<file path="config.mk">
export PLATFORM = sky130hd
export DESIGN_NAME = lgoc_ctrl
export DESIGN_NICKNAME = d
export VERILOG_FILES = /design/src/lgoc_timer.v /design/src/lgoc_ctrl.v
export VERILOG_INCLUDE_DIRS = /design/src
export SDC_FILE = /design/constraint.sdc
export NUM_CORES = 1
export LEC_CHECK = 0
export BUFFER_PORTS_ARGS = -buffer_cell sky130_fd_sc_hd__buf_2
export CAP_MARGIN = 10
export CORE_MARGIN = 5
export CORE_UTILIZATION = 40
export CTS_CLUSTER_SIZE = 30
export DETAILED_ROUTE_END_ITERATION = 7
export GPL_ROUTABILITY_DRIVEN = 0
export HOLD_SLACK_MARGIN = 0.02
export PLACE_DENSITY = 0.57
export RECOVER_POWER = 100
export SLEW_MARGIN = 20
export SYNTH_ARGS = -nofsm -noshare
export SYNTH_HDL_FRONTEND = slang
export SYNTH_SLANG_ARGS = --single-unit
</file>
<file path="constraint.sdc">
create_clock -name CLK_I -period 3.45 [get_ports CLK_I]
set_input_delay 0.1725 -clock CLK_I [delete_from_list [all_inputs] [get_ports CLK_I]]
set_output_delay 0.1725 -clock CLK_I [all_outputs]
set_load 0.02 [all_outputs]
</file>
<file path="src/lgoc_defs.vh">
`ifndef LGOC_DEFS_VH
`define LGOC_DEFS_VH
// Clock rate in kHz, used to turn millisecond figures into cycle counts
`define LGOC_CLK_KHZ 125000
// Least time the outputs stay off before an automatic restart after a trip, in ms
`define LGOC_MIN_OFF_MS 80
// Extra wait after one synchronisation pair was blocked, in ms
`define LGOC_SYNC_EXTRA_MS 10
// Response times in ms, uncoded and coded (coded is longer)
`define LGOC_RESP_UNC_MS 10
`define LGOC_RESP_COD_MS 20
// Resynchronisation times in ms when both sync pairs were blocked
`define LGOC_RESYNC_UNC_MS 40
`define LGOC_RESYNC_COD_MS 80
// Power-up check time in ms
`define LGOC_CHECK_MS 2
// Lamp codes
`define LGOC_LAMP_OFF 2'h0
`define LGOC_LAMP_ON 2'h1
`define LGOC_LAMP_ERR 2'h2
`define LGOC_LAMP_CHK 2'h3
`endif

</file>
<file path="src/lgoc_timer.v">
`timescale 1ns/10ps
`include "lgoc_defs.vh"
// Down counter; start loads a count, done pulses one cycle when it expires
module lgoc_timer #(
    parameter WIDTH = 24
) (
    input wire clk_i,
    input wire rst_b_i,
    input wire start_i,
    input wire [WIDTH-1:0] load_i,
    input wire abort_i,
    output reg busy_o,
    output reg done_o
);
    reg [WIDTH-1:0] cnt_reg;

    // Load wins over abort so a restart is never lost
    always @(posedge clk_i or negedge rst_b_i) begin
        if (!rst_b_i) begin
            cnt_reg <= {WIDTH{1'b0}};
            busy_o <= 1'b0;
            done_o <= 1'b0;
        end else begin
            done_o <= 1'b0;
            if (start_i) begin
                cnt_reg <= load_i;
                busy_o <= 1'b1;
            end else if (abort_i) begin
                busy_o <= 1'b0;
            end else if (busy_o) begin
                if (cnt_reg <= {{(WIDTH-1){1'b0}}, 1'b1}) begin
                    busy_o <= 1'b0;
                    done_o <= 1'b1;
                end else begin
                    cnt_reg <= cnt_reg - {{(WIDTH-1){1'b0}}, 1'b1};
                end
            end
        end
    end
endmodule

</file>
<file path="src/lgoc_ctrl.v">
// Notes on behaviour
// [RULE_01] Both safety switch outputs go off while any beam is blocked.
// [RULE_02] An error seen on either safety switch output forces both outputs off.
// [RULE_03] Interfering light at the receiver forces both outputs off.
// [RULE_04] After an error the outputs stay off until a successful restart check.
// [RULE_05] At power-up a check runs by itself and turns outputs on only when all is well.
// [RULE_06] Automatic restart needs good wiring, no fault, clear field and 80 ms off time; after an error the check path skips the off time.
// [RULE_07] Uncoded, one sync pair blocked: outputs on after uncoded response time plus 10 ms.
// [RULE_08] Coded, one sync pair blocked: outputs on after coded response time plus 10 ms.
// [RULE_09] Both sync pairs blocked: outputs on after the coded or uncoded resync time.
// [RULE_10] Coded operation has a longer response time to outputs off than uncoded.
// [RULE_11] The installer picks the coding by supply wiring; neighbour grids need different codes.
// [RULE_12] Transmitter and receiver synchronise optically with no electrical link.
// [RULE_13] Operating status and error state are shown on indicator lamps.
// [RULE_14] The evaluation device reads the two outputs as independent channels.
// [RULE_15] No restart interlock is built in; the outside controller must add one if needed.
// [RULE_16] Both outputs switch together; neither is on while the other is commanded off.
`timescale 1ns/10ps
`include "lgoc_defs.vh"
module lgoc_ctrl #(
    parameter MIN_OFF_MS = `LGOC_MIN_OFF_MS,
    parameter SYNC_EXTRA_MS = `LGOC_SYNC_EXTRA_MS,
    parameter RESP_UNC_MS = `LGOC_RESP_UNC_MS,
    parameter RESP_COD_MS = `LGOC_RESP_COD_MS,
    parameter RESYNC_UNC_MS = `LGOC_RESYNC_UNC_MS,
    parameter RESYNC_COD_MS = `LGOC_RESYNC_COD_MS,
    parameter CHECK_MS = `LGOC_CHECK_MS,
    parameter CLK_KHZ = `LGOC_CLK_KHZ
) (
    input wire CLK_I,
    input wire RST_B_I,
    input wire BEAM_BLOCKED_I,
    input wire SYNC_FIRST_BLOCKED_I,
    input wire SYNC_LAST_BLOCKED_I,
    input wire OPTICAL_SYNC_OK_I,
    input wire INTERFERENCE_I,
    input wire CODING_SEL_I,
    input wire [1:0] SAFETY_SWITCH_OUTPUT_FB_I,
    input wire INTERNAL_FAULT_I,
    output reg [1:0] SAFETY_SWITCH_OUTPUT_O,
    output reg [1:0] STATUS_LAMP_O,
    output reg ERROR_LAMP_O
);
    localparam TW = 32;
    // Cycle counts derived from the millisecond figures
    localparam [TW-1:0] MIN_OFF_CYC = MIN_OFF_MS * CLK_KHZ;
    localparam [TW-1:0] SYNC_UNC_CYC = (RESP_UNC_MS + SYNC_EXTRA_MS) * CLK_KHZ;
    localparam [TW-1:0] SYNC_COD_CYC = (RESP_COD_MS + SYNC_EXTRA_MS) * CLK_KHZ;
    localparam [TW-1:0] RESYNC_UNC_CYC = RESYNC_UNC_MS * CLK_KHZ;
    localparam [TW-1:0] RESYNC_COD_CYC = RESYNC_COD_MS * CLK_KHZ;
    localparam [TW-1:0] RESP_UNC_CYC = RESP_UNC_MS * CLK_KHZ;
    localparam [TW-1:0] RESP_COD_CYC = RESP_COD_MS * CLK_KHZ;
    localparam [TW-1:0] CHECK_CYC = CHECK_MS * CLK_KHZ;

    // One-hot states
    localparam [4:0] ST_CHECK = 5'h01;
    localparam [4:0] ST_ON = 5'h02;
    localparam [4:0] ST_RESP = 5'h04;
    localparam [4:0] ST_OFF = 5'h08;
    localparam [4:0] ST_ERROR = 5'h10;

    // Two-flop synchronisers for every pin input
    localparam NIN = 9;
    wire [NIN-1:0] raw_in;
    reg [NIN-1:0] sync1_reg;
    reg [NIN-1:0] sync2_reg;
    assign raw_in = {INTERNAL_FAULT_I, SAFETY_SWITCH_OUTPUT_FB_I, CODING_SEL_I,
                     INTERFERENCE_I, OPTICAL_SYNC_OK_I, SYNC_LAST_BLOCKED_I,
                     SYNC_FIRST_BLOCKED_I, BEAM_BLOCKED_I};
    always @(posedge CLK_I or negedge RST_B_I) begin
        if (!RST_B_I) begin
            sync1_reg <= {NIN{1'b0}};
            sync2_reg <= {NIN{1'b0}};
        end else begin
            sync1_reg <= raw_in;
            sync2_reg <= sync1_reg;
        end
    end

    wire beam_blk = sync2_reg[0];
    wire first_blk = sync2_reg[1];
    wire last_blk = sync2_reg[2];
    wire opt_sync = sync2_reg[3];
    wire interf = sync2_reg[4];
    wire coding_live = sync2_reg[5];
    wire [1:0] fb = sync2_reg[7:6];
    wire int_fault = sync2_reg[8];

    reg [4:0] state_reg;
    reg [4:0] state_next;
    reg coded_reg;
    reg coding_valid_reg;
    reg one_pair_reg;
    reg both_pairs_reg;
    reg min_off_done_reg;
    reg [1:0] out_cmd_reg;
    reg [1:0] cmd_d1_reg;
    reg [1:0] cmd_d2_reg;
    reg [1:0] fill_reg;

    // Synchroniser fill: pin values are only real two edges after reset release
    always @(posedge CLK_I or negedge RST_B_I) begin
        if (!RST_B_I) begin
            fill_reg <= 2'h0;
        end else begin
            fill_reg <= {fill_reg[0], 1'b1};
        end
    end

    // Command delayed by the synchroniser depth, so readback meets what was driven
    // when it was sampled; without this every switch-over would look like a fault
    always @(posedge CLK_I or negedge RST_B_I) begin
        if (!RST_B_I) begin
            cmd_d1_reg <= 2'h0;
            cmd_d2_reg <= 2'h0;
        end else begin
            cmd_d1_reg <= out_cmd_reg;
            cmd_d2_reg <= cmd_d1_reg;
        end
    end

    // Coding is caught once the synchronisers hold real pin values;
    // a later change of wiring is a fault
    always @(posedge CLK_I or negedge RST_B_I) begin
        if (!RST_B_I) begin
            coded_reg <= 1'b0;
            coding_valid_reg <= 1'b0;
        end else if (fill_reg[1] && !coding_valid_reg) begin
            coded_reg <= coding_live;
            coding_valid_reg <= 1'b1;
        end
    end

    // Wiring/output fault: feedback must mirror the commanded pair
    wire out_err = (fb != cmd_d2_reg); // RULE_02
    wire coding_err = coding_valid_reg && (coding_live != coded_reg);
    wire fault = out_err | int_fault | coding_err;
    wire field_clear = !beam_blk && !first_blk && !last_blk && opt_sync; // RULE_12
    wire trip = beam_blk | first_blk | last_blk | !opt_sync | interf; // RULE_01 RULE_03

    // Timers: response / check / restart wait share one, min-off uses another
    reg t_start;
    reg [TW-1:0] t_load;
    wire t_busy;
    wire t_done;
    reg m_start;
    wire m_busy;
    wire m_done;

    lgoc_timer #(.WIDTH(TW)) u_main_timer (
        .clk_i(CLK_I),
        .rst_b_i(RST_B_I),
        .start_i(t_start),
        .load_i(t_load),
        .abort_i(1'b0),
        .busy_o(t_busy),
        .done_o(t_done)
    );

    lgoc_timer #(.WIDTH(TW)) u_off_timer (
        .clk_i(CLK_I),
        .rst_b_i(RST_B_I),
        .start_i(m_start),
        .load_i(MIN_OFF_CYC),
        .abort_i(1'b0),
        .busy_o(m_busy),
        .done_o(m_done)
    );

    // Restart wait depends on which sync pairs were blocked and on coding
    reg [TW-1:0] restart_cyc;
    always @* begin
        if (both_pairs_reg) begin
            restart_cyc = coded_reg ? RESYNC_COD_CYC : RESYNC_UNC_CYC; // RULE_09
        end else if (one_pair_reg) begin
            restart_cyc = coded_reg ? SYNC_COD_CYC : SYNC_UNC_CYC; // RULE_07 RULE_08
        end else begin
            restart_cyc = {{(TW-1){1'b0}}, 1'b1};
        end
    end

    // State transitions; faults win over everything
    always @* begin
        state_next = state_reg;
        t_start = 1'b0;
        t_load = CHECK_CYC;
        m_start = 1'b0;
        case (state_reg)
            ST_CHECK: begin
                if (fault) begin
                    state_next = ST_ERROR;
                end else if (!field_clear || interf) begin
                    t_start = 1'b1; // Restart the check while the field is not clear
                    t_load = CHECK_CYC;
                end else if (t_done) begin
                    state_next = ST_ON; // RULE_05 RULE_04
                end
            end
            ST_ON: begin
                if (fault) begin
                    state_next = ST_ERROR;
                    m_start = 1'b1;
                end else if (interf) begin
                    state_next = ST_OFF; // RULE_03
                    m_start = 1'b1;
                end else if (trip) begin
                    state_next = ST_RESP;
                    t_start = 1'b1;
                    t_load = coded_reg ? RESP_COD_CYC : RESP_UNC_CYC; // RULE_10
                end
            end
            ST_RESP: begin
                if (fault) begin
                    state_next = ST_ERROR;
                    m_start = 1'b1;
                end else if (t_done || interf) begin
                    state_next = ST_OFF; // RULE_01
                    m_start = 1'b1;
                end
            end
            ST_OFF: begin
                if (fault) begin
                    state_next = ST_ERROR;
                end else if (trip) begin
                    t_start = 1'b1;
                    t_load = restart_cyc;
                end else if (min_off_done_reg && !t_busy) begin
                    state_next = ST_ON; // RULE_06
                end
            end
            ST_ERROR: begin
                // Leave only through a full power-up style check
                if (!fault) begin
                    state_next = ST_CHECK; // RULE_04
                    t_start = 1'b1;
                    t_load = CHECK_CYC;
                end
            end
            default: begin
                state_next = ST_ERROR;
            end
        endcase
    end

    // State, sync-pair memory and min-off flag
    always @(posedge CLK_I or negedge RST_B_I) begin
        if (!RST_B_I) begin
            state_reg <= ST_ERROR;
            one_pair_reg <= 1'b0;
            both_pairs_reg <= 1'b0;
            min_off_done_reg <= 1'b0;
        end else begin
            state_reg <= state_next;
            if (m_start) begin
                min_off_done_reg <= 1'b0;
                one_pair_reg <= 1'b0;
                both_pairs_reg <= 1'b0;
            end else begin
                if (m_done) begin
                    min_off_done_reg <= 1'b1;
                end
                if (first_blk && last_blk) begin
                    both_pairs_reg <= 1'b1;
                end
                if (first_blk || last_blk) begin
                    one_pair_reg <= 1'b1;
                end
            end
        end
    end

    // Outputs stay on while the response time runs; coded grids wait longer
    wire next_on = (state_next == ST_ON) || (state_next == ST_RESP); // RULE_10

    // Outputs: both channels from one command, so they never differ
    always @(posedge CLK_I or negedge RST_B_I) begin
        if (!RST_B_I) begin
            out_cmd_reg <= 2'h0;
            SAFETY_SWITCH_OUTPUT_O <= 2'h0;
            STATUS_LAMP_O <= `LGOC_LAMP_OFF;
            ERROR_LAMP_O <= 1'b0;
        end else begin
            if (next_on) begin
                out_cmd_reg <= 2'h3; // RULE_16
                SAFETY_SWITCH_OUTPUT_O <= 2'h3;
            end else begin
                out_cmd_reg <= 2'h0; // RULE_02 RULE_03 RULE_16
                SAFETY_SWITCH_OUTPUT_O <= 2'h0;
            end
            // Lamps track the state for the operator
            ERROR_LAMP_O <= (state_next == ST_ERROR); // RULE_13
            if (next_on) begin
                STATUS_LAMP_O <= `LGOC_LAMP_ON;
            end else if (state_next == ST_ERROR) begin
                STATUS_LAMP_O <= `LGOC_LAMP_ERR;
            end else if (state_next == ST_CHECK) begin
                STATUS_LAMP_O <= `LGOC_LAMP_CHK;
            end else begin
                STATUS_LAMP_O <= `LGOC_LAMP_OFF;
            end
        end
    end
endmodule

</file>
Yosys cells after proc, flatten, opt, wreduce, memory -nomap -nowiden
Cells that the tools add are included.
{"block": "word_totals", "output_inout_bits": 5, "ff_bits": 107}
{"block": "op_classes", "muxes": 65, "n_lt_le_gt_ge": 2, "bitwise_logic": 6, "add_sub_neg": 2, "n_reduce_logical": 25, "eq_ne": 13}
{"operator": "two-way mux 32 bit", "n": 6}
{"operator": "two-way mux 22 bit", "n": 5}
{"operator": "two-way mux 24 bit", "n": 4}
{"operator": "<= comparator 32 x 1 -> 1 bit, second input constant", "n": 2}
{"operator": "subtractor 32 x 1 -> 32 bit, second input constant", "n": 2}
{"operator": "two-way mux 5 bit", "n": 12}
{"operator": "one-hot mux 24 bit (2 select lines)", "n": 1}
{"operator": "two-way mux 1 bit", "n": 29}
{"operator": "one-hot mux 5 bit (5 select lines)", "n": 1}
{"operator": "two-way mux 21 bit", "n": 1}
{"operator": "equality test 5 x 1 -> 1 bit, second input constant", "n": 2}
{"operator": "equality test 5 x 2 -> 1 bit, second input constant", "n": 2}
{"operator": "equality test 5 x 3 -> 1 bit, second input constant", "n": 2}
{"operator": "equality test 5 bit, second input constant", "n": 2}
{"operator": "nonzero test 2 bit", "n": 5}
{"operator": "two-way mux 2 bit", "n": 4}
{"operator": "logical AND 1 bit", "n": 7}
{"operator": "zero test 1 bit", "n": 7}
{"operator": "OR 1 bit", "n": 6}
{"operator": "equality test 5 x 4 -> 1 bit, second input constant", "n": 1}
{"operator": "logical OR 1 bit", "n": 4}
{"operator": "!= test 2 bit, second input constant", "n": 2}
{"operator": "one-hot mux 1 bit (4 select lines)", "n": 1}
{"operator": "AND reduction 2 bit", "n": 2}
{"operator": "other kinds (3)", "n": 3}

Longest topological paths before layout
{"block": "depth", "depth_word": 13, "depth_mapped": 10}

By module
A second synthesis with hierarchy kept.
{"block": "unflattened", "hier_cells": 656, "area_unflattened_um2": 5819.3}
{"mod": "lgoc_timer at u_off_timer", "cells_each": 265, "n_inst": 1, "seq_area_each_um2": 850.8, "area_per_inst_um2": 2195.9}
{"mod": "lgoc_timer at u_main_timer", "cells_each": 243, "n_inst": 1, "seq_area_each_um2": 850.8, "area_per_inst_um2": 2084.5}
{"mod": "lgoc_ctrl", "cells_each": 148, "n_inst": 1, "seq_area_each_um2": 902.1, "area_per_inst_um2": 1539.0}

Worst setup path before layout
Ideal clock, no wire load.
{"block": "synth_timing", "path_type": "register to register", "start": "register u_off_timer.cnt_reg[26]", "end": "register u_off_timer.cnt_reg[19]", "synth_period_minus_slack_ps": 2468, "setup_ps": 132, "slack_ps": 982, "stages_incl_launch_ff": 8, "arrival_time_ps": 2337, "required_time_ps": 3318, "path_buffers": 2, "cell_sequence": "dfrtp_1 > or4_4 > or4b_1 > buf_2 > o311ai_4 > buf_6 > nor3_1 > or3b_1"}
{"block": "synth_via", "elab_chain_len": 3}
{"item": "from (decl)", "line_no": "lgoc_timer.v:15", "text": "reg [WIDTH-1:0] cnt_reg;"}
{"item": "from (signal assigned)", "line_no": "lgoc_timer.v:20", "text": "cnt_reg <= {WIDTH{1'b0}};"}
{"item": "from (signal assigned)", "line_no": "lgoc_timer.v:26", "text": "cnt_reg <= load_i;"}
{"item": "from (signal assigned)", "line_no": "lgoc_timer.v:35", "text": "cnt_reg <= cnt_reg - {{(WIDTH-1){1'b0}}, 1'b1};"}
{"item": "<= comparator 32 x 1 -> 1 bit", "line_no": "lgoc_timer.v:31", "text": "if (cnt_reg <= {{(WIDTH-1){1'b0}}, 1'b1}) begin"}
{"item": "!= test 2 bit (no line)"}
{"item": "AND reduction 2 bit (no line)"}
Every way passes these cells.
A chain may end at the register's enable or synchronous reset.

Final worst setup path
{"block": "layout_timing", "start": "register u_main_timer.cnt_reg[10]", "end": "register u_main_timer.cnt_reg[11]"}
{"block": "layout_via", "elab_chain_len": 4, "word_cells_on_any_way": 7, "cone_classes": "1 x add/sub; 1 x order compare; 1 x eq/ne; 3 x mux; 1 x reduce/logical"}
{"item": "from (decl)", "line_no": "lgoc_timer.v:15"}
{"item": "from (signal assigned)", "line_no": "lgoc_timer.v:20"}
{"item": "from (signal assigned)", "line_no": "lgoc_timer.v:26"}
{"item": "from (signal assigned)", "line_no": "lgoc_timer.v:35"}
{"item": "subtractor 32 x 1 -> 32 bit", "line_no": "lgoc_timer.v:35"}
{"item": "two-way mux 32 bit", "line_no": "lgoc_timer.v:31"}
{"item": "two-way mux 32 bit", "line_no": "lgoc_timer.v:30", "text": "end else if (busy_o) begin"}
{"item": "two-way mux 32 bit", "line_no": "lgoc_timer.v:25", "text": "if (start_i) begin"}
Parallel ways exist; a longest one is shown, timed or not. The select of a mux whose other input is x is not followed.

==> flow_metrics.tcl <==
set metrics [dict create \
    start_kind "flop" \
    grt_overflow 0 \
    fill_cells 1282 \
    detail_route.vias_per_cell 5.54 \
    path_delay_family "simple AND/OR/NAND/NOR gates" \
    slowest_delay_ps 620 \
    critical_path_class "reg2reg" \
    ys_async_sr_fraction 1.00 \
    htreeDepth 3 \
    start_util 0.411 \
    post_dp_cell_area_mm2 0.00548 \
    synth_top_area_frac 0.492 \
    worst_hold_path_type "reg2reg" \
    grt_pass1_vias 3908 \
    endpoint_kind "flop" \
    crit_arrival_ps 3180 \
    worstMarginPinSlew_ps 1990 \
    ant_nets 0 \
    clk-insertion-delay-late_ps 360 \
    die_y_um 124 \
    outcome "finished, violations left" \
    vdd_drop_max_v 0.000403 \
    synth-seq-area-share 0.497 \
    fin_skew_ps 10.4 \
    cts_tree "yes" \
    vias 4012 \
    synth-edff-count 0 \
    n_antenna_cell 0 \
    fin_crit_ps 2970 \
    clock-sinks 104 \
    drcViolationCount 0 \
    cp_slowest_cell "or4_1" \
    synth.area.top_cells "dfrtp_1, xnor2_1, nor2_1" \
    drv_slew 83 \
    syn_nets 544 \
    drtPass1Iterations 4 \
    grt_max_degree 83 \
    post-synth-top-area-cell "dfrtp_1" \
    design_area_mm2 0.00585 \
    layout_common_cells "dfrtp_1, nor2_1, a21oi_1" \
    wl_mm 11.1 \
    cts-resized-gates 0 \
    leakagePower_nw 2.55 \
    routedWlPerCell_um 15.4 \
    path_buf_inv 1 \
    tns_ps 0 \
    finalCritPeriodShare 0.860 \
    numPortBuffers 15 \
    hold_viol 0 \
    core_mm2 0.0127 \
    die_area_mm2 0.0155 \
    ys_warn_count 0 \
    stdcell_count 724 \
    max_freq_mhz 337 \
    clock_path_buffers 2 \
    rows 41 \
    mostFrequentLayoutCell "dfrtp_1" \
    syn_area_mm2 0.00523 \
    worstPathRequired_ps 3660 \
    slew-limit-headroom -0.329 \
    dieWidth_um 124 \
    violations "capacitance limit, slew limit" \
    drt_iter0_markers 301 \
    pre_cts_slack_ps 614 \
    post_cts_buffers 0 \
    path_max_fanout 13 \
    clk_pin_slew_ps 80 \
    drv_cap 1 \
    grt_usage 0.150 \
    power.density_mw_per_mm2 504 \
    synthFlopType "dfrtp_1" \
    root_buffer "clkbuf_16" \
    syn_inst 529 \
    rrSetupSlack_ps 480 \
    drive_gt1_frac 0.0797 \
    syn_area_per_cell_um2 9.89 \
    cp_cell_sequence "or4_1, nor4_4, a41o_1, clkbuf_1, nor3_1, xnor2_1, o22ai_1" \
    dp_hpwl_mm 7.64 \
    antenna_found_initial 0 \
    area_growth_pct 11.8 \
    grt_setup_unrepaired "no" \
    grt_first_pass_wirelength_mm 19.4 \
    numCtsBuffers 9 \
    nNetsFinal 562 \
    ys_seq_elements 104 \
    dp_cells 698 \
    synth.distinct_cells 70 \
    final-setup-viol-count 0 \
    io_pins 16 \
    final.setup.worst_slack_ps 483 \
]
[where the power goes]
part           leakage [nW]  internal (mW)  switching, mW
clock                 0.157          0.534          0.544
combinational          1.06          0.191          0.229
sequential             1.33           1.33          0.121
[metal layers]
layer,part of all wire,vias up,track usage
met5,0,-,0
met4,0.010,0,0.0348
met3,0.038,10,0.0399
met2,0.46,64,0.232
met1,0.49,1971,0.211
li1,-,1967,-
[path summary, 6_finish.rpt]
path | start | end | depth (start not counted)
worst min-delay path | sync1_reg[5]$_DFF_PN0_ | sync2_reg[5]$_DFF_PN0_ | 0
max in group asynchronous | RST_B_I | u_off_timer.cnt_reg[16]$_DFFE_PN0P_ | 3
worst max register to register | u_main_timer.cnt_reg[10]$_DFFE_PN0P_ | u_main_timer.cnt_reg[11]$_DFFE_PN0P_ | 7
min in group asynchronous | RST_B_I | u_main_timer.cnt_reg[5]$_DFFE_PN0P_ | 2
worst max-delay path | u_main_timer.cnt_reg[10]$_DFFE_PN0P_ | u_main_timer.cnt_reg[11]$_DFFE_PN0P_ | 7
worst min register to register | sync1_reg[5]$_DFF_PN0_ | sync2_reg[5]$_DFF_PN0_ | 0
[layout make-up]
type	count	area (um^2)	share of cell area
clock buffers	9	225	0.0385
clock inverters	7	98.8	0.0169
inverters	9	33.8	0.00578
multi-input cells	387	2450	0.418
flip-flops and latches	104	2600	0.445
well taps	172	215	0.0368
repair buffers	36	226	0.0387
[cell families (layout without fill, tap and decap cells)]
family | count (synthesis) | in the layout | synth area share
fa+ha+maj | 4 | 4 | 0.00956
other cells | 1 | 1 | 0.000717
flops | 104 | 104 | 0.497
simple gates | 219 | 219 | 0.231
compound gates | 119 | 119 | 0.156
xor+xnor | 43 | 43 | 0.0720
buf+inv | 38 | 61 | 0.0318
mux | 1 | 1 | 0.00191
[synth_stat cells (14+ instances only)]
master / instances
or3_1: 24
o21ai_1: 14
nand3_1: 14
a21oi_1: 36
nor4_1: 14
dfrtp_1: 103
xnor2_1: 34
nor3_1: 34
nand2_1: 26
clkbuf_1: 20
or4_1: 14
nor2_1: 51
[per-stage QoR]
step / util / power, mW / hold slack (ps)
after global routing: 0.460 / 3.12 / 361
final: 0.460 / 2.95 / 352
after floorplan: - / 1.77 / -123
after detailed placement: 0.431 / 1.89 / 282
after CTS: 0.463 / 3.00 / 30.7
after global placement: 0.431 / 1.88 / 280
[timing repair]
item / 4_1_cts / 5_1_grt
hold buffers: 9 / 1
setup endpoints to repair: 0 / 0
hold endpoints to repair: 9 / 80
[worst register-to-register path: cells and delay by family, from the launching register on]
kind / cells / cell delay [ps]
simple gates: 3 / 1240
compound gates: 2 / 630
flops: 1 / 410
xor+xnor: 1 / 170
buf+inv: 1 / 370
Note: power is estimated with default switching activity, not from simulation.
